`src/common/ovf_timer_regs.vh`:
```
/*
 * register map, field positions, reset values and timing constants of the
 * sixteen bit overflow timer.
 * assumes byte wide register port and one 10 MHz system clock.
 */
`ifndef OVF_TIMER_REGS_VH
`define OVF_TIMER_REGS_VH

// register addresses
`define ADDR_COUNT_LO      3'h0
`define ADDR_COUNT_HI      3'h1
`define ADDR_TIMER_CTL     3'h2
`define ADDR_IRQ_STATUS    3'h3
`define ADDR_IRQ_CLEAR     3'h4
`define ADDR_IRQ_ENABLE    3'h5

// timer_ctl fields
`define CTL_WIDE_ACCESS    7
`define CTL_SYSCLK_XTAL    6
`define CTL_PRESCALE_HI    5
`define CTL_PRESCALE_LO    4
`define CTL_XTAL_ENABLE    3
`define CTL_SYNC_DISABLE   2
`define CTL_CLK_SOURCE     1
`define CTL_COUNTER_ON     0
`define CTL_WRITE_MASK     8'hbf

// status, clear and enable share one layout
`define IRQ_OVERFLOW_BIT   0

// reset values
`define CTL_RESET          8'h00
`define COUNT_RESET        16'h0000
`define IRQ_RESET          1'b0

// counter limits
`define COUNT_MAX          16'hffff
`define COUNT_ONE          16'h0001

// compare mode that issues the special event trigger
`define SPECIAL_EVENT_MODE 4'hb

// instruction cycle is four system clocks
`define INSTR_DIV_LAST     2'h3
`define INSTR_DIV_STEP     2'h1

// prescaler select codes
`define PRESCALE_1         2'h0
`define PRESCALE_2         2'h1
`define PRESCALE_4         2'h2
`define PRESCALE_8         2'h3

`endif

```
`src/design/pin_sync.v`:
```
/*
 * two flip-flop synchroniser for an external clock pin, with edge detect
 * taken after the second stage.
 * assumes the pin is asynchronous to i_clk and slower than half its rate.
 */
`timescale 1ns/1ps
module pin_sync (
   input  wire i_clk,
   input  wire i_reset,
   input  wire i_pin,
   output wire o_level,
   output wire o_rise,
   output wire o_fall
);
   reg meta_q;
   reg sync_q;
   reg prev_q;

   // first stage feeds only the second stage
   always @(posedge i_clk) begin
      if (i_reset) begin
         meta_q <= 1'b0;
         sync_q <= 1'b0;
         prev_q <= 1'b0;
      end else begin
         meta_q <= i_pin;
         sync_q <= meta_q;
         prev_q <= sync_q;
      end
   end

   assign o_level = sync_q;
   assign o_rise  = sync_q & ~prev_q;
   assign o_fall  = ~sync_q & prev_q;
endmodule

```
`src/design/count_prescaler.v`:
```
/*
 * input prescaler: passes one tick in 1, 2, 4 or 8.
 * assumes i_tick is a one-cycle pulse on i_clk.
 */
`timescale 1ns/1ps
`include "ovf_timer_regs.vh"
module count_prescaler (
   input  wire       i_clk,
   input  wire       i_reset,
   input  wire       i_clear,
   input  wire       i_tick,
   input  wire [1:0] i_sel,
   output wire       o_tick
);
   reg  [2:0] cnt_q;
   reg  [2:0] mask;

   always @* begin
      case (i_sel)
         `PRESCALE_1: mask = 3'h0;
         `PRESCALE_2: mask = 3'h1;
         `PRESCALE_4: mask = 3'h3;
         default:     mask = 3'h7;
      endcase
   end

   assign o_tick = i_tick & ((cnt_q & mask) == mask);

   always @(posedge i_clk) begin
      if (i_reset | i_clear) begin
         cnt_q <= 3'h0;
      end else if (i_tick) begin
         cnt_q <= cnt_q + 3'h1;
      end
   end
endmodule

```
`src/design/ovf_timer.v`:
```
/*
 * sixteen bit overflow timer/counter with byte wide registers, overflow
 * interrupt and compare-unit special event reset.
 * assumes one system clock, a pin level for the external count clock,
 * and compare units that present mode, selection and event pulse.
 */
// Strobed register access and the address map are this design's own decisions.
// Function
// - counter pair counts up from 0000h to ffffh, then wraps to zero
// - wrap sets sticky overflow flag bit 0; irq only when enable bit 0
// - compare unit on this timer with mode 1011 clears counter on event
// - unit two event also starts a conversion when converter enabled
// - trigger reset holds only in timer or synchronous counter mode
// - compare pair then acts as period; count restarts from zero
// - software counter write in same cycle as trigger wins
// - trigger clear never sets the overflow flag
// - async mode after a write needs a falling edge before next count
// - counter and control registers mapped only while map select is 0
// - source select 0 counts instruction cycles, 1 external rising edges
// - prescale 00,01,10,11 divide by 1,2,4,8 before counting
// - sync disable bit chooses synchronised or free external counting
// - wide mode: low read latches high; low write loads high, clears
`timescale 1ns/1ps
`include "ovf_timer_regs.vh"
module ovf_timer (
   input  wire       i_clk,
   input  wire       i_reset,
   input  wire [2:0] i_addr,
   input  wire [7:0] i_wdata,
   input  wire       i_wr,
   input  wire       i_rd,
   output wire [7:0] o_rdata,
   input  wire       i_alt_map_sel,
   input  wire       i_ext_clk,
   input  wire       i_sysclk_from_crystal,
   input  wire [3:0] i_unit_one_mode,
   input  wire       i_unit_one_uses_timer,
   input  wire       i_unit_one_event,
   input  wire [3:0] i_unit_two_mode,
   input  wire       i_unit_two_uses_timer,
   input  wire       i_unit_two_event,
   input  wire       i_adc_enable,
   output wire       o_adc_start,
   output wire       o_crystal_osc_enable,
   output wire [15:0] o_count,
   output wire       o_irq
);

   // control register fields
   reg  [7:0]  timer_ctl_q;
   wire        wide_access_mode;
   wire [1:0]  prescale_sel;
   wire        crystal_osc_enable;
   wire        ext_sync_disable;
   wire        clock_source_sel;
   wire        counter_on;
   wire        async_mode;

   // counter state
   reg  [15:0] count_q;
   reg  [15:0] count_d;
   reg  [7:0]  hi_buffer_q;
   reg  [1:0]  instr_div_q;
   reg         arm_q;

   // interrupt state
   reg         overflow_flag_q;
   reg         overflow_irq_enable_q;
   reg         irq_q;

   // bus and side outputs
   reg  [7:0]  rdata_q;
   reg  [7:0]  rdata_d;
   reg         adc_start_q;
   reg         xtal_en_q;

   wire        ext_level;
   wire        ext_rise;
   wire        ext_fall;
   wire        instr_tick;
   wire        src_tick;
   wire        count_tick;
   wire        map_ok;
   wire        wr_lo;
   wire        wr_hi;
   wire        rd_lo;
   wire        counter_write;
   wire        prescale_clear;
   wire        unit_one_trig;
   wire        unit_two_trig;
   wire        trig_reset;
   wire        wrap;
   wire        overflow_set;
   wire        overflow_clr;
   wire        overflow_flag_d;

   function is_special_event;
      input [3:0] mode;
      input       uses_timer;
      input       event_pulse;
      begin
         is_special_event = event_pulse & uses_timer &
                            (mode == `SPECIAL_EVENT_MODE);
      end
   endfunction

   function reg_hit;
      input       strobe;
      input [2:0] addr;
      input [2:0] target;
      begin
         reg_hit = strobe & (addr == target);
      end
   endfunction

   assign wide_access_mode   = timer_ctl_q[`CTL_WIDE_ACCESS];
   assign prescale_sel       = timer_ctl_q[`CTL_PRESCALE_HI:`CTL_PRESCALE_LO];
   assign crystal_osc_enable = timer_ctl_q[`CTL_XTAL_ENABLE];
   assign ext_sync_disable   = timer_ctl_q[`CTL_SYNC_DISABLE];
   assign clock_source_sel   = timer_ctl_q[`CTL_CLK_SOURCE];
   assign counter_on         = timer_ctl_q[`CTL_COUNTER_ON];
   // sync disable only matters with the external source
   assign async_mode         = clock_source_sel & ext_sync_disable;

   // the shared addresses belong to another register set when selected
   assign map_ok = ~i_alt_map_sel;

   assign wr_lo = map_ok & reg_hit(i_wr, i_addr, `ADDR_COUNT_LO);
   assign wr_hi = map_ok & reg_hit(i_wr, i_addr, `ADDR_COUNT_HI);
   assign rd_lo = map_ok & reg_hit(i_rd, i_addr, `ADDR_COUNT_LO);

   // in wide mode a high write only fills the buffer
   assign counter_write  = wr_lo | (wr_hi & ~wide_access_mode);
   // wide mode clears the prescaler on low writes only
   assign prescale_clear = wide_access_mode ? wr_lo : counter_write;

   // even "unsynchronised" counting goes through the synchroniser: the
   // design has one clock, so count and flag never leave its domain
   pin_sync u_ext_sync (
      .i_clk   (i_clk),
      .i_reset (i_reset),
      .i_pin   (i_ext_clk),
      .o_level (ext_level),
      .o_rise  (ext_rise),
      .o_fall  (ext_fall)
   );

   // instruction cycle tick, one in four system clocks
   always @(posedge i_clk) begin
      if (i_reset) begin
         instr_div_q <= 2'h0;
      end else begin
         instr_div_q <= instr_div_q + `INSTR_DIV_STEP;
      end
   end
   assign instr_tick = (instr_div_q == `INSTR_DIV_LAST);

   // after a write in async mode a falling edge must re-arm counting, so
   // a write that lands while the input is already low loses one edge
   always @(posedge i_clk) begin
      if (i_reset) begin
         arm_q <= 1'b1;
      end else if (counter_write & async_mode) begin
         arm_q <= 1'b0;
      end else if (ext_fall) begin
         arm_q <= 1'b1;
      end
   end

   assign src_tick = clock_source_sel ?
                     (ext_rise & (arm_q | ~async_mode)) :
                     instr_tick;

   count_prescaler u_prescale (
      .i_clk   (i_clk),
      .i_reset (i_reset),
      .i_clear (prescale_clear),
      .i_tick  (src_tick & counter_on),
      .i_sel   (prescale_sel),
      .o_tick  (count_tick)
   );

   assign unit_one_trig = is_special_event(i_unit_one_mode,
                                           i_unit_one_uses_timer,
                                           i_unit_one_event);
   assign unit_two_trig = is_special_event(i_unit_two_mode,
                                           i_unit_two_uses_timer,
                                           i_unit_two_event);
   // async counting does not honour the trigger reset
   assign trig_reset = (unit_one_trig | unit_two_trig) & ~async_mode;

   assign wrap = count_tick & (count_q == `COUNT_MAX);

   // counter next value: write, then trigger, then increment
   always @* begin
      count_d = count_q;
      if (counter_write) begin
         if (wr_lo & wide_access_mode) begin
            count_d = {hi_buffer_q, i_wdata};
         end else if (wr_lo) begin
            count_d = {count_q[15:8], i_wdata};
         end else begin
            count_d = {i_wdata, count_q[7:0]};
         end
      end else if (trig_reset) begin
         count_d = `COUNT_RESET;
      end else if (count_tick) begin
         count_d = count_q + `COUNT_ONE;
      end
   end

   always @(posedge i_clk) begin
      if (i_reset) begin
         count_q <= `COUNT_RESET;
      end else begin
         count_q <= count_d;
      end
   end

   // high byte buffer: filled by wide-mode low reads and by wide-mode high writes
   always @(posedge i_clk) begin
      if (i_reset) begin
         hi_buffer_q <= 8'h00;
      end else if (wr_hi & wide_access_mode) begin
         hi_buffer_q <= i_wdata;
      end else if (rd_lo & wide_access_mode) begin
         hi_buffer_q <= count_q[15:8];
      end
   end

   // control register; bit 6 mirrors the clock status input
   always @(posedge i_clk) begin
      if (i_reset) begin
         timer_ctl_q <= `CTL_RESET;
      end else if (map_ok & reg_hit(i_wr, i_addr, `ADDR_TIMER_CTL)) begin
         timer_ctl_q <= i_wdata & `CTL_WRITE_MASK;
      end
   end

   // only a genuine wrap sets the flag, and a write or trigger in the
   // same cycle pre-empts the wrap
   assign overflow_set = wrap & ~counter_write & ~trig_reset;
   assign overflow_clr = reg_hit(i_wr, i_addr, `ADDR_IRQ_CLEAR) &
                         i_wdata[`IRQ_OVERFLOW_BIT];
   // set beats clear so a wrap during the clear is kept
   assign overflow_flag_d = overflow_set |
                            (overflow_flag_q & ~overflow_clr);

   always @(posedge i_clk) begin
      if (i_reset) begin
         overflow_flag_q       <= `IRQ_RESET;
         overflow_irq_enable_q <= `IRQ_RESET;
         irq_q                 <= 1'b0;
      end else begin
         overflow_flag_q <= overflow_flag_d;
         if (reg_hit(i_wr, i_addr, `ADDR_IRQ_ENABLE)) begin
            overflow_irq_enable_q <= i_wdata[`IRQ_OVERFLOW_BIT];
         end
         irq_q <= overflow_flag_q & overflow_irq_enable_q;
      end
   end

   // conversion start follows unit two's event in any counting mode
   always @(posedge i_clk) begin
      if (i_reset) begin
         adc_start_q <= 1'b0;
         xtal_en_q   <= 1'b0;
      end else begin
         adc_start_q <= unit_two_trig & i_adc_enable;
         xtal_en_q   <= crystal_osc_enable;
      end
   end

   // read mux; unmapped or hidden addresses read zero
   always @* begin
      rdata_d = 8'h00;
      case (i_addr)
         `ADDR_COUNT_LO: begin
            if (map_ok) begin
               rdata_d = count_q[7:0];
            end
         end
         `ADDR_COUNT_HI: begin
            if (map_ok) begin
               rdata_d = wide_access_mode ? hi_buffer_q : count_q[15:8];
            end
         end
         `ADDR_TIMER_CTL: begin
            if (map_ok) begin
               rdata_d = timer_ctl_q;
               rdata_d[`CTL_SYSCLK_XTAL] = i_sysclk_from_crystal;
            end
         end
         `ADDR_IRQ_STATUS: begin
            rdata_d[`IRQ_OVERFLOW_BIT] = overflow_flag_q;
         end
         `ADDR_IRQ_ENABLE: begin
            rdata_d[`IRQ_OVERFLOW_BIT] = overflow_irq_enable_q;
         end
         default: begin
            rdata_d = 8'h00;
         end
      endcase
   end

   // read data stands for exactly the cycle after the strobe
   always @(posedge i_clk) begin
      if (i_reset) begin
         rdata_q <= 8'h00;
      end else if (i_rd) begin
         rdata_q <= rdata_d;
      end else begin
         rdata_q <= 8'h00;
      end
   end

   assign o_rdata              = rdata_q;
   assign o_adc_start          = adc_start_q;
   assign o_crystal_osc_enable = xtal_en_q;
   assign o_count              = count_q;
   assign o_irq                = irq_q;

endmodule

```
`config.mk`:
```
export PLATFORM = sky130hd
export DESIGN_NAME = ovf_timer
export DESIGN_NICKNAME = d
export VERILOG_FILES = /design/src/design/pin_sync.v /design/src/design/count_prescaler.v /design/src/design/ovf_timer.v
export VERILOG_INCLUDE_DIRS = /design/src /design/src/common
export SDC_FILE = /design/constraint.sdc
export NUM_CORES = 1
export LEC_CHECK = 0
export BUFFER_PORTS_ARGS = -buffer_cell sky130_fd_sc_hd__buf_2
export CAP_MARGIN = 20
export CORE_MARGIN = 2
export CORE_UTILIZATION = 50
export CTS_CLUSTER_DIAMETER = 30
export DETAILED_ROUTE_END_ITERATION = 12
export PLACE_DENSITY = 0.73
export SLEW_MARGIN = 10
export SYNTH_ARGS = -nofsm -noshare
export SYNTH_HDL_FRONTEND = slang
export SYNTH_HIERARCHICAL = 1
export SYNTH_SLANG_ARGS = --single-unit
```
`constraint.sdc`:
```
create_clock -name i_clk -period 4 [get_ports i_clk]
set_input_delay 0.4 -clock i_clk [delete_from_list [all_inputs] [get_ports i_clk]]
set_output_delay 0.4 -clock i_clk [all_outputs]
set_load 0.1 [all_outputs]
```
### Word level (Yosys, flattened, before mapping)

Cells that the tools add are included.

| cells by class | value |
|---|---|
| add/subtract/negate cells | 3 |
| eq/ne operators | 14 |
| muxes and demuxes | 18 |
| bitwise operators | 48 |
| reduce and logical (&&, ||, !) cells | 8 |

Operator list:

| operator | number |
|---|---|
| $mux W16 | 5 |
| $mux W8 | 6 |
| $and A1 B1 Y1 | 33 |
| $pmux W7 S3 | 1 |
| $add A16 B1 Y16 const B | 1 |
| $eq A16 B16 Y1 const B | 1 |
| $not A1 Y1 | 9 |
| $pmux W3 S3 | 1 |
| $eq A4 B4 Y1 const B | 2 |
| $eq A3 B2 Y1 const B | 2 |
| $eq A3 B3 Y1 const B | 2 |
| $ne A3 B2 Y1 const B | 2 |
| $or A1 B1 Y1 | 5 |
| $pmux W1 S5 | 1 |
| $eq A2 B2 Y1 const B | 2 |
| $mux W1 | 4 |
| $reduce_and A2 Y1 | 2 |
| $reduce_bool A2 Y1 | 2 |
| $add A3 B1 Y3 const B | 1 |
| $and A3 B3 Y3 | 1 |
| $eq A3 B1 Y1 const B | 1 |
| $eq A3 B3 Y1 | 1 |
| $logic_not A3 Y1 | 1 |
| $reduce_bool A3 Y1 | 1 |
| other kinds (4) | 4 |

| storage, ports and cells | value |
|---|---|
| bits in registers | 53 |
| input port bits | 31 |
| output and inout port bits | 27 |

### Longest topological paths before layout

Gate-level depths: netlist (run 1).

| depth | value |
|---|---|
| word-level depth | 11 |
| gate-level depth with buffers | 10 |

### Cells and area by module

Netlist (run 1), hierarchy kept.

By module, submodules not included:

| module | times used | cells each | area an instance (um2) | seq. area each (um2) |
|---|---|---|---|---|
| ovf_timer | 1 | 320 | 2693.8 | 940.9 |
| count_prescaler | 1 | 16 | 158.9 | 60.1 |
| pin_sync | 1 | 8 | 91.3 | 60.1 |

### Least setup slack after synthesis (run 1)

OpenSTA, ideal clock, no wires.

| timing | value |
|---|---|
| path kind | register to register |
| from | register count_q[0] (netlist: o_count[0]) |
| to | register count_q[15] (netlist: o_count[15]) |
| arrival | 2.576 ns |
| required time | 3.870 ns |
| setup slack | 1.294 ns |
| stages on the path, launching flop included | 6 |
| cells stage by stage | dfxtp_1 -> nand4_1 -> or4_1 -> or3_1 -> a211oi_1 -> o32ai_1 |

| between the ends | value |
|---|---|
| longest elaborated chain between the ends | 4 |

Ends and longest elaborated chain:

| element | RTL line | text |
|---|---|---|
| start: declaration | ovf_timer.v:60 | `reg [15:0] count_q;` |
| start signal: assignment | ovf_timer.v:214 | `` count_q <= `COUNT_RESET; `` |
| start signal: assignment | ovf_timer.v:216 | `count_q <= count_d;` |
| $add A16 B1 Y16 (no source line) | n/a |  |
| $mux W16 | ovf_timer.v:207 | `end else if (count_tick) begin` |
| $mux W16 | ovf_timer.v:205 | `end else if (trig_reset) begin` |
| $mux W16 | ovf_timer.v:197 | `if (counter_write) begin` |

Every way passes these cells. The select of a mux whose other input is x is not followed.
A chain may end at the register's enable or synchronous reset.

### Worst setup path in the final report (run 1)

| timing | value |
|---|---|
| from | register u_ext_sync.sync_q (netlist: u_ext_sync/o_level) |
| to | register count_q[2] (netlist: o_count[2]) |

| between the ends | value |
|---|---|
| longest elaborated chain between the ends | 7 |

Ends and longest elaborated chain:

| element | RTL line | text |
|---|---|---|
| start: declaration | pin_sync.v:16 | `reg sync_q;` |
| start signal: assignment | pin_sync.v:27 | `sync_q <= meta_q;` |
| $and A1 B1 Y1 | pin_sync.v:33 | `assign o_rise = sync_q & ~prev_q;` |
| net ext_rise | ovf_timer.v:78 | `wire ext_rise;` |
| $and A1 B1 Y1 | ovf_timer.v:171 | `(ext_rise & (arm_q \| ~async_mode)) :` |
| $mux W1 | ovf_timer.v:170 | `assign src_tick = clock_source_sel ?` |
| $and A1 B1 Y1 | ovf_timer.v:178 | `.i_tick (src_tick & counter_on),` |
| $and A1 B1 Y1 | count_prescaler.v:27 | `assign o_tick = i_tick & ((cnt_q & mask) == mask);` |
| net count_tick | ovf_timer.v:82 | `wire count_tick;` |
| $reduce_bool A3 Y1 (no source line) | n/a |  |
| $reduce_and A2 Y1 (no source line) | n/a |  |

The timed path passes the listed nets, and every way through them passes these cells.

==> results.py, run 1 <==
metrics = {
    "setup_path": {
        "critPathCaptureType": "register",
        "rr_endpoint": "o_count[2]",
        "rr_worst_depth": 9,
        "worst-endpoint-required_ns": 4.21,
        "worstSetupStartpointType": "register",
        "worstPathArrival_ns": 2.88,
        "timing.reg2reg.setup_slack_ns": 1.33,
        "crit-reg2reg-launch": "u_ext_sync/o_level",
        "worstSetupPathType": "register to register",
        "worstPathMaxFanout": 15,
    },
    "place": {
        "finalWeightedCongestion": 0.954,
        "buffer_ports.inserted": 57,
        "place.detailed.hpwl_um": 6100,
        "dpl.cell_count": 453,
    },
    "sta": {
        "timing.final.crit_share_pct": 66.7,
        "setup_viol_count_final": 0,
        "report.final.slew_viol_count": 0,
        "final.min_clock_period_ns": 2.67,
        "unrepaired_setup_endpoints_after_global_routing": "no",
        "finalHoldViolations": 0,
        "setup-tns-final_ns": 0,
        "clock_skew_ns": 0.00428,
        "slew_headroom_pct": 39.5,
        "slew_of_the_pin_with_the_lowest_slew_margin_ns": 0.901,
        "max_freq_mhz": 375,
    },
    "yosys": {
        "ys_warn_count": 6,
        "post_synthesis_net_count": 378,
        "yosys_most_used_dff": "dfxtp_1",
        "yosys-top-cells-count": "dfxtp_1 (53), nor2_1 (29), a21oi_1 (25)",
        "synth-seq-area-share_pct": 36.0,
        "number_of_flip_flops_and_latches_in_the_synthesized_netlist": 53,
        "async_flop_share_pct": 0,
        "yosys.cell_count.top_type": "dfxtp_1",
        "synth.top_cells.by_area": "dfxtp_1 (36%), mux2i_1 (7.8%), a21oi_1 (4.2%), nor2_1 (3.7%), a22oi_1 (3.3%)",
        "synthDominantAreaCellType": "dfxtp_1",
        "yosysTopAreaCellShare_pct": 36.0,
        "synth.cell_area_sq_mm": 0.00294,
        "synth_cells": 344,
        "synth_enable_flop_cells": 0,
        "synth_area_per_cell_sq_um": 8.56,
        "netlist-cell-type-count": 55,
    },
    "cts": {
        "post_cts_resize_count": 0,
        "clock_tree.htree_level_count": 2,
        "cts.root.buffer_cell": "clkbuf_8",
        "clkSlewWorstSetupHoldPaths_ns": 0.09,
        "ctsHoldBuffers": 0,
        "clk_latency_ns": 0.31,
        "clock_tree.buffer_depth": 2,
        "cts_setup_buffers": 0,
        "cts_buffers": 5,
        "tritoncts_num_sinks": 53,
        "cts_tree": "done",
    },
    "grt": {
        "globalRoute.totalOverflow": 0,
        "grt_first_pass_wirelength_um": 13200,
        "grt_use_met3_pct": 4.67,
        "antenna_found_initial": 0,
        "global_route.usage.met1_pct": 36.1,
        "grt_usage_pct": 26.9,
        "grt_pass1_vias": 2672,
        "grt_start_max_net_pins": 39,
        "grt-busiest-layer": "met2",
        "globalRouteMet2Util_pct": 42.3,
    },
    "routing": {
        "wire_per_inst_um": 18.2,
        "dr_vias": 2805,
        "drcViolationCount": 0,
        "finalWirelength_um": 8400,
        "postRouteAntennaNets": 0,
        "viasPerCell": 6.08,
        "drt_pass_1_iters": 4,
        "drtIter0Drc": 314,
    },
    "power": {
        "report.power.total_uw": 969,
        "power.switching_fraction_pct": 28.4,
        "combPwrFrac_pct": 12.8,
        "p_sw_uw": 275,
        "p_leak_uw": 0.00123,
        "vdd_drop_max_mv": 0.149,
        "intPower_uw": 694,
        "p_clk_share_pct": 30.9,
        "power_per_unit_of_standard_cell_area_mw_per_mm2": 293,
        "power.sequential.fraction_pct": 56.3,
    },
    "layout": {
        "n_antenna_cell": 0,
        "final_layout_size_suffix_gt1_share_pct": 21.3,
        "stdcell_count": 461,
        "area_growth_pct": 12.2,
        "design.final.nets": 422,
    },
    "floorplanning": {
        "starting_density_of_the_core_pct": 52.5,
        "ios": 58,
        "num_rows": 27,
        "die-area_sq_mm": 0.00652,
        "die-width_um": 80.7,
        "design.core.area_sq_mm": 0.00561,
        "die_height_um": 80.7,
    },
    "job": {
        "maxCapViolCount": 0,
    },
    "min_path": {
        "hold_path.class": "input pin to register",
        "hold_depth": 2,
        "holdPathEnd": "u_ext_sync/meta_q",
        "holdCritStartpoint": "i_ext_clk",
    },
    "status": {
        "outcome": "finished, final reports clean",
    },
}
-- cells in the final DEF (no fill, tap or decap), drive strengths merged, types with 4 or more instances in the layout --
cell and count:
buf 59, dfxtp 53, nor2 29, a21oi 25, mux2i 23, nand2 23, o21ai 16, inv 15
a22oi 13, nand3 11, nor2b 10, a211oi 10, o32ai 9, nor3 8, a21boi 7, o22a 7
nand4 5, or3 5, clkbuf 5, nand2b 4, or4 4
-- critical path: stages, from the launching register on --
cell	delay [ns]
dfxtp_1	0.36
nor2b_1	0.13
o211ai_1	0.09
a21boi_0	0.52
o21ai_0	0.20
a21oi_1	0.31
inv_1	0.09
a41oi_2	0.45
o21ai_0	0.18
a32o_1	0.24
-- area by class of cell --
cell class / count / area, sq um
Clock buffer: 5 / 68.8
Clock inverter: 3 / 17.5
Fill cell: 541 / 2310
Inverter: 16 / 65.1
Multi-Input combinational cell: 253 / 1700
Sequential cell: 53 / 1060
Tap cell: 72 / 90.1
Timing Repair Buffer: 59 / 300
-- power by group through the flow --
stage | clock network [uW] | registers (uW) | logic (uW)
2_1_floorplan | 0 | 581 | 61.3
3_3_place_gp | 0 | 557 | 121
3_5_place_dp | 0 | 557 | 122
4_1_cts | 303 | 545 | 123
5_1_grt | 325 | 546 | 133
6_report | 299 | 545 | 124
-- state kept, by name, summed over array words and instances (netlist names), 2 cells and up --
signal,flops
o_count,16
u_prescale/cnt_q,3
o_rdata,8
instr_div_q,2
timer_ctl_q,7
hi_buffer_q,8
-- stage by stage --
| stage | util, % | hold WS, ns | instance area, sq um | setup WS, ns |
|---|---|---|---|---|
| after floorplan | - | 0.399 | 2940 | 1.29 |
| after global placement | 57.3 | 0.407 | 3220 | 1.47 |
| after detailed placement | 57.3 | 0.412 | 3220 | 1.38 |
| after CTS | 58.9 | 0.292 | 3300 | 1.35 |
| after global routing | 58.9 | 0.324 | 3300 | 1.10 |
| final | 58.9 | 0.294 | 3300 | 1.33 |
-- worst max path at each step --
stage | startpoint | endpoint | slack (ns) | cells past startpoint
6_report | u_ext_sync/o_level | o_count[2] | 1.33 | 9
5_1_grt | u_ext_sync/o_level | o_count[2] | 1.10 | 9
4_1_cts | u_ext_sync/o_level | o_count[2] | 1.35 | 9
3_5_place_dp | u_ext_sync/o_level | o_count[2] | 1.38 | 9
3_3_place_gp | i_addr[1] | o_count[2] | 1.47 | 6
2_1_floorplan | o_count[0] | o_count[15] | 1.29 | 5
-- cells by family after synthesis --
group | count (synthesis) | synth area share (%)
adder cells (fa/ha/maj) | 3 | 1.28
flip-flops | 53 | 36.0
XOR/XNOR | 6 | 1.79
AND/OR/NAND/NOR | 114 | 21.2
multiplexers | 24 | 8.20
buffers and inverters | 38 | 6.25
AO/OA/AOI/OAI | 106 | 25.3
-- layer usage --
layer,routed length [um],up-vias,part of all wire [%]
met1,3620,1296,43
met5,0,-,0
met3,751,21,8.9
met2,3770,122,45
li1,-,1366,-
met4,253,0,3.0
(Power assumes the default switching activity.)
==> run 2, diff against run 1 <==
--- a/config.mk
+++ b/config.mk
@@ -6,13 +6,14 @@
 export SDC_FILE = /design/constraint.sdc
 export NUM_CORES = 1
 export LEC_CHECK = 0
+export ABC_AREA = 1
 export BUFFER_PORTS_ARGS = -buffer_cell sky130_fd_sc_hd__buf_2
 export CAP_MARGIN = 20
 export CORE_MARGIN = 2
 export CORE_UTILIZATION = 50
 export CTS_CLUSTER_DIAMETER = 30
 export DETAILED_ROUTE_END_ITERATION = 12
-export PLACE_DENSITY = 0.73
+export PLACE_DENSITY = 0.76
 export SLEW_MARGIN = 10
 export SYNTH_ARGS = -nofsm -noshare
 export SYNTH_HDL_FRONTEND = slang
==> constraint.sdc (replaced) <==
create_clock -name i_clk -period 2.4 [get_ports i_clk]
set_input_delay 0.24 -clock i_clk [delete_from_list [all_inputs] [get_ports i_clk]]
set_output_delay 0.24 -clock i_clk [all_outputs]
set_load 0.1 [all_outputs]
==> results.py, run 2 <==
metrics = {
    "status": {
        "outcome": "finished, final reports clean",
    },
    "yosys": {
        "synthDominantAreaCellType": "dfxtp_1",
        "yosys-top-cells-count": "nand2_1 (150), nor2_1 (73), inv_1 (56)",
        "yosysTopAreaCellShare_pct": 34.9,
        "synth.cell_area_sq_mm": 0.00304,
        "post_synthesis_net_count": 518,
        "yosys.cell_count.top_type": "nand2_1",
        "ys_warn_count": 6,
        "synth_area_per_cell_sq_um": 6.28,
        "synth_cells": 484,
        "netlist-cell-type-count": 33,
        "number_of_flip_flops_and_latches_in_the_synthesized_netlist": 53,
        "synth_enable_flop_cells": 0,
        "synth.top_cells.by_area": "dfxtp_1 (35%), nand2_1 (19%), nor2_1 (9.0%), inv_1 (6.9%), nand3_1 (6.7%)",
        "yosys_most_used_dff": "dfxtp_1",
        "synth-seq-area-share_pct": 34.9,
        "async_flop_share_pct": 0,
    },
    "sta": {
        "setup-tns-final_ns": 0,
        "slew_of_the_pin_with_the_lowest_slew_margin_ns": 0.545,
        "clock_skew_ns": 0.0102,
        "final.min_clock_period_ns": 2.06,
        "timing.final.crit_share_pct": 85.9,
        "timing.final.ws_setup_ns": 0.340,
        "unrepaired_setup_endpoints_after_global_routing": "no",
        "finalHoldViolations": 0,
        "max_freq_mhz": 485,
        "slew_headroom_pct": 63.6,
        "setup_viol_count_final": 0,
        "report.final.slew_viol_count": 0,
    },
    "setup_path": {
        "timing.critical_path.max_delay_family": "simple AND/OR/NAND/NOR gates",
        "critical-path-max-stage-delay_ns": 0.37,
        "crit-reg2reg-launch": "timer_ctl_q[1]",
        "critPathSlowestCell": "dfxtp_1",
        "cp-startpoint": "timer_ctl_q[1]",
        "worstSetupStartpointType": "register",
        "worstPathMaxFanout": 6,
        "critPathCaptureType": "register",
        "worst-endpoint-required_ns": 2.65,
        "worstSetupPathType": "register to register",
        "worstPathCellList": "nand2_1 > o21ai_0 > nor2_1 > nand2_1 > a21oi_1 > nand3_1 > nor3_1 > nand3_1 > a21oi_1",
        "worstPathArrival_ns": 2.31,
        "timing.critical_path.buf_inv": 0,
    },
    "routing": {
        "wire_per_inst_um": 13.8,
        "viasPerCell": 5.34,
        "dr_vias": 3289,
        "finalWirelength_um": 8520,
        "postRouteAntennaNets": 0,
        "drt_pass_1_iters": 5,
        "drcViolationCount": 0,
        "drtIter0Drc": 397,
    },
    "cts": {
        "cts_setup_buffers": 0,
        "clock_tree.htree_level_count": 2,
        "cts.root.buffer_cell": "clkbuf_8",
        "tritoncts_num_sinks": 53,
        "cts_tree": "done",
        "clk_latency_ns": 0.31,
        "post_cts_resize_count": 0,
        "ctsHoldBuffers": 0,
        "clock_tree.buffer_depth": 2,
        "clkSlewWorstSetupHoldPaths_ns": 0.10,
        "cts_buffers": 5,
    },
    "place": {
        "placement.setup.worst_slack_ns": 0.332,
        "place.detailed.hpwl_um": 6450,
        "buffer_ports.inserted": 57,
        "finalWeightedCongestion": 0.942,
    },
    "power": {
        "p_leak_uw": 0.00180,
        "vdd_drop_max_mv": 0.283,
        "power_per_unit_of_standard_cell_area_mw_per_mm2": 526,
    },
    "layout": {
        "n_antenna_cell": 0,
        "design.final.nets": 574,
        "max_ffs_per_register": 16,
        "final_layout_size_suffix_gt1_share_pct": 15.3,
        "fillCellCount": 603,
        "final_cell_mix": "nand2_1 (150), nor2_1 (73), buf_2 (57)",
        "mostFrequentLayoutCell": "nand2_1",
        "area_growth_pct": 14.2,
    },
    "floorplanning": {
        "design.core.area_sq_mm": 0.00589,
        "die-area_sq_mm": 0.00672,
        "die_height_um": 82.0,
        "num_rows": 28,
        "die-width_um": 82.0,
        "starting_density_of_the_core_pct": 51.7,
        "ios": 58,
    },
    "grt": {
        "globalRoute.totalOverflow": 0,
        "grt_pass1_vias": 2856,
        "grt_first_pass_wirelength_um": 13900,
        "grt_usage_pct": 27.3,
        "antenna_found_initial": 0,
        "grt_start_max_net_pins": 28,
    },
    "min_path": {
        "holdCritStartpoint": "i_ext_clk",
        "hold_path.class": "input pin to register",
    },
    "job": {
        "maxCapViolCount": 0,
    },
}
[run 2: cell types whose count changed after synthesis, sizes merged, moves of 13 or more]
cell and change:
a22oi -13, inv +44, mux2i -22, nand2 +133, nand3 +31, nor2 +48
[run 2: kinds of logic after synthesis]
logic type,share of synthesized area [%]
and+or+nand+nor,40.5
xor gates and xnor gates,2.02
AOI/OAI and AO/OA,11.3
adders and majority gates,1.23
muxes,0.329
buffers and inverters,9.71
DFF,34.9
[run 2: worst paths after layout]
path                   endpoint  cells past startpoint  slack (ns)
max             overflow_flag_q                      9        0.34
min           u_ext_sync/meta_q                      3        0.13
max reg2reg     overflow_flag_q                      9        0.34
min reg2reg  u_ext_sync/o_level                      2        0.41
[run 2: report_power, final]
| group | switching [uW] | internal, uW |
|---|---|---|
| combinational | 270 | 83.7 |
| clock | 306 | 235 |
| sequential | 26.5 | 904 |
| total | 602 | 1220 |
[run 2: per-layer routing]
layer  GRT usage, %  vias up  share of wire (%)
li1               -     1656                  -
met1           37.5     1464                 45
met2           44.1      155                 45
met3           4.07       14                8.2
met4           7.67        0                1.4
met5              0        -                  0
[run 2: through the flow]
stage | utilization [%] | std cells | total power, uW | cell area [sq um] | hold WS (ns)
finish | 59.0 | 616 | 1820 | 3470 | 0.133
detailed placement | 57.3 | 608 | 1300 | 3370 | 0.404
global placement | 57.3 | 608 | 1300 | 3370 | 0.390
CTS | 59.0 | 616 | 1840 | 3470 | 0.131
global route | 59.0 | 616 | 1900 | 3470 | 0.138
floorplan | - | 484 | 1210 | 3040 | 0.309
[run 2: cell type report]
type | count | area, sq um | share of cell area, %
Timing Repair Buffer | 60 | 308 | 8.87
Sequential cell | 53 | 1060 | 30.6
Inverter | 60 | 228 | 6.56
Clock inverter | 2 | 13.8 | 0.397
Multi-Input combinational cell | 360 | 1680 | 48.5
Tap cell | 75 | 93.8 | 2.70
Clock buffer | 6 | 82.6 | 2.38
[run 2: worst reg2reg max path, delay by kind of cell, from the launching register on]
family	cells	cell delay (ns)
compound gates	3	0.53
simple gates	6	1.09
flops	1	0.37
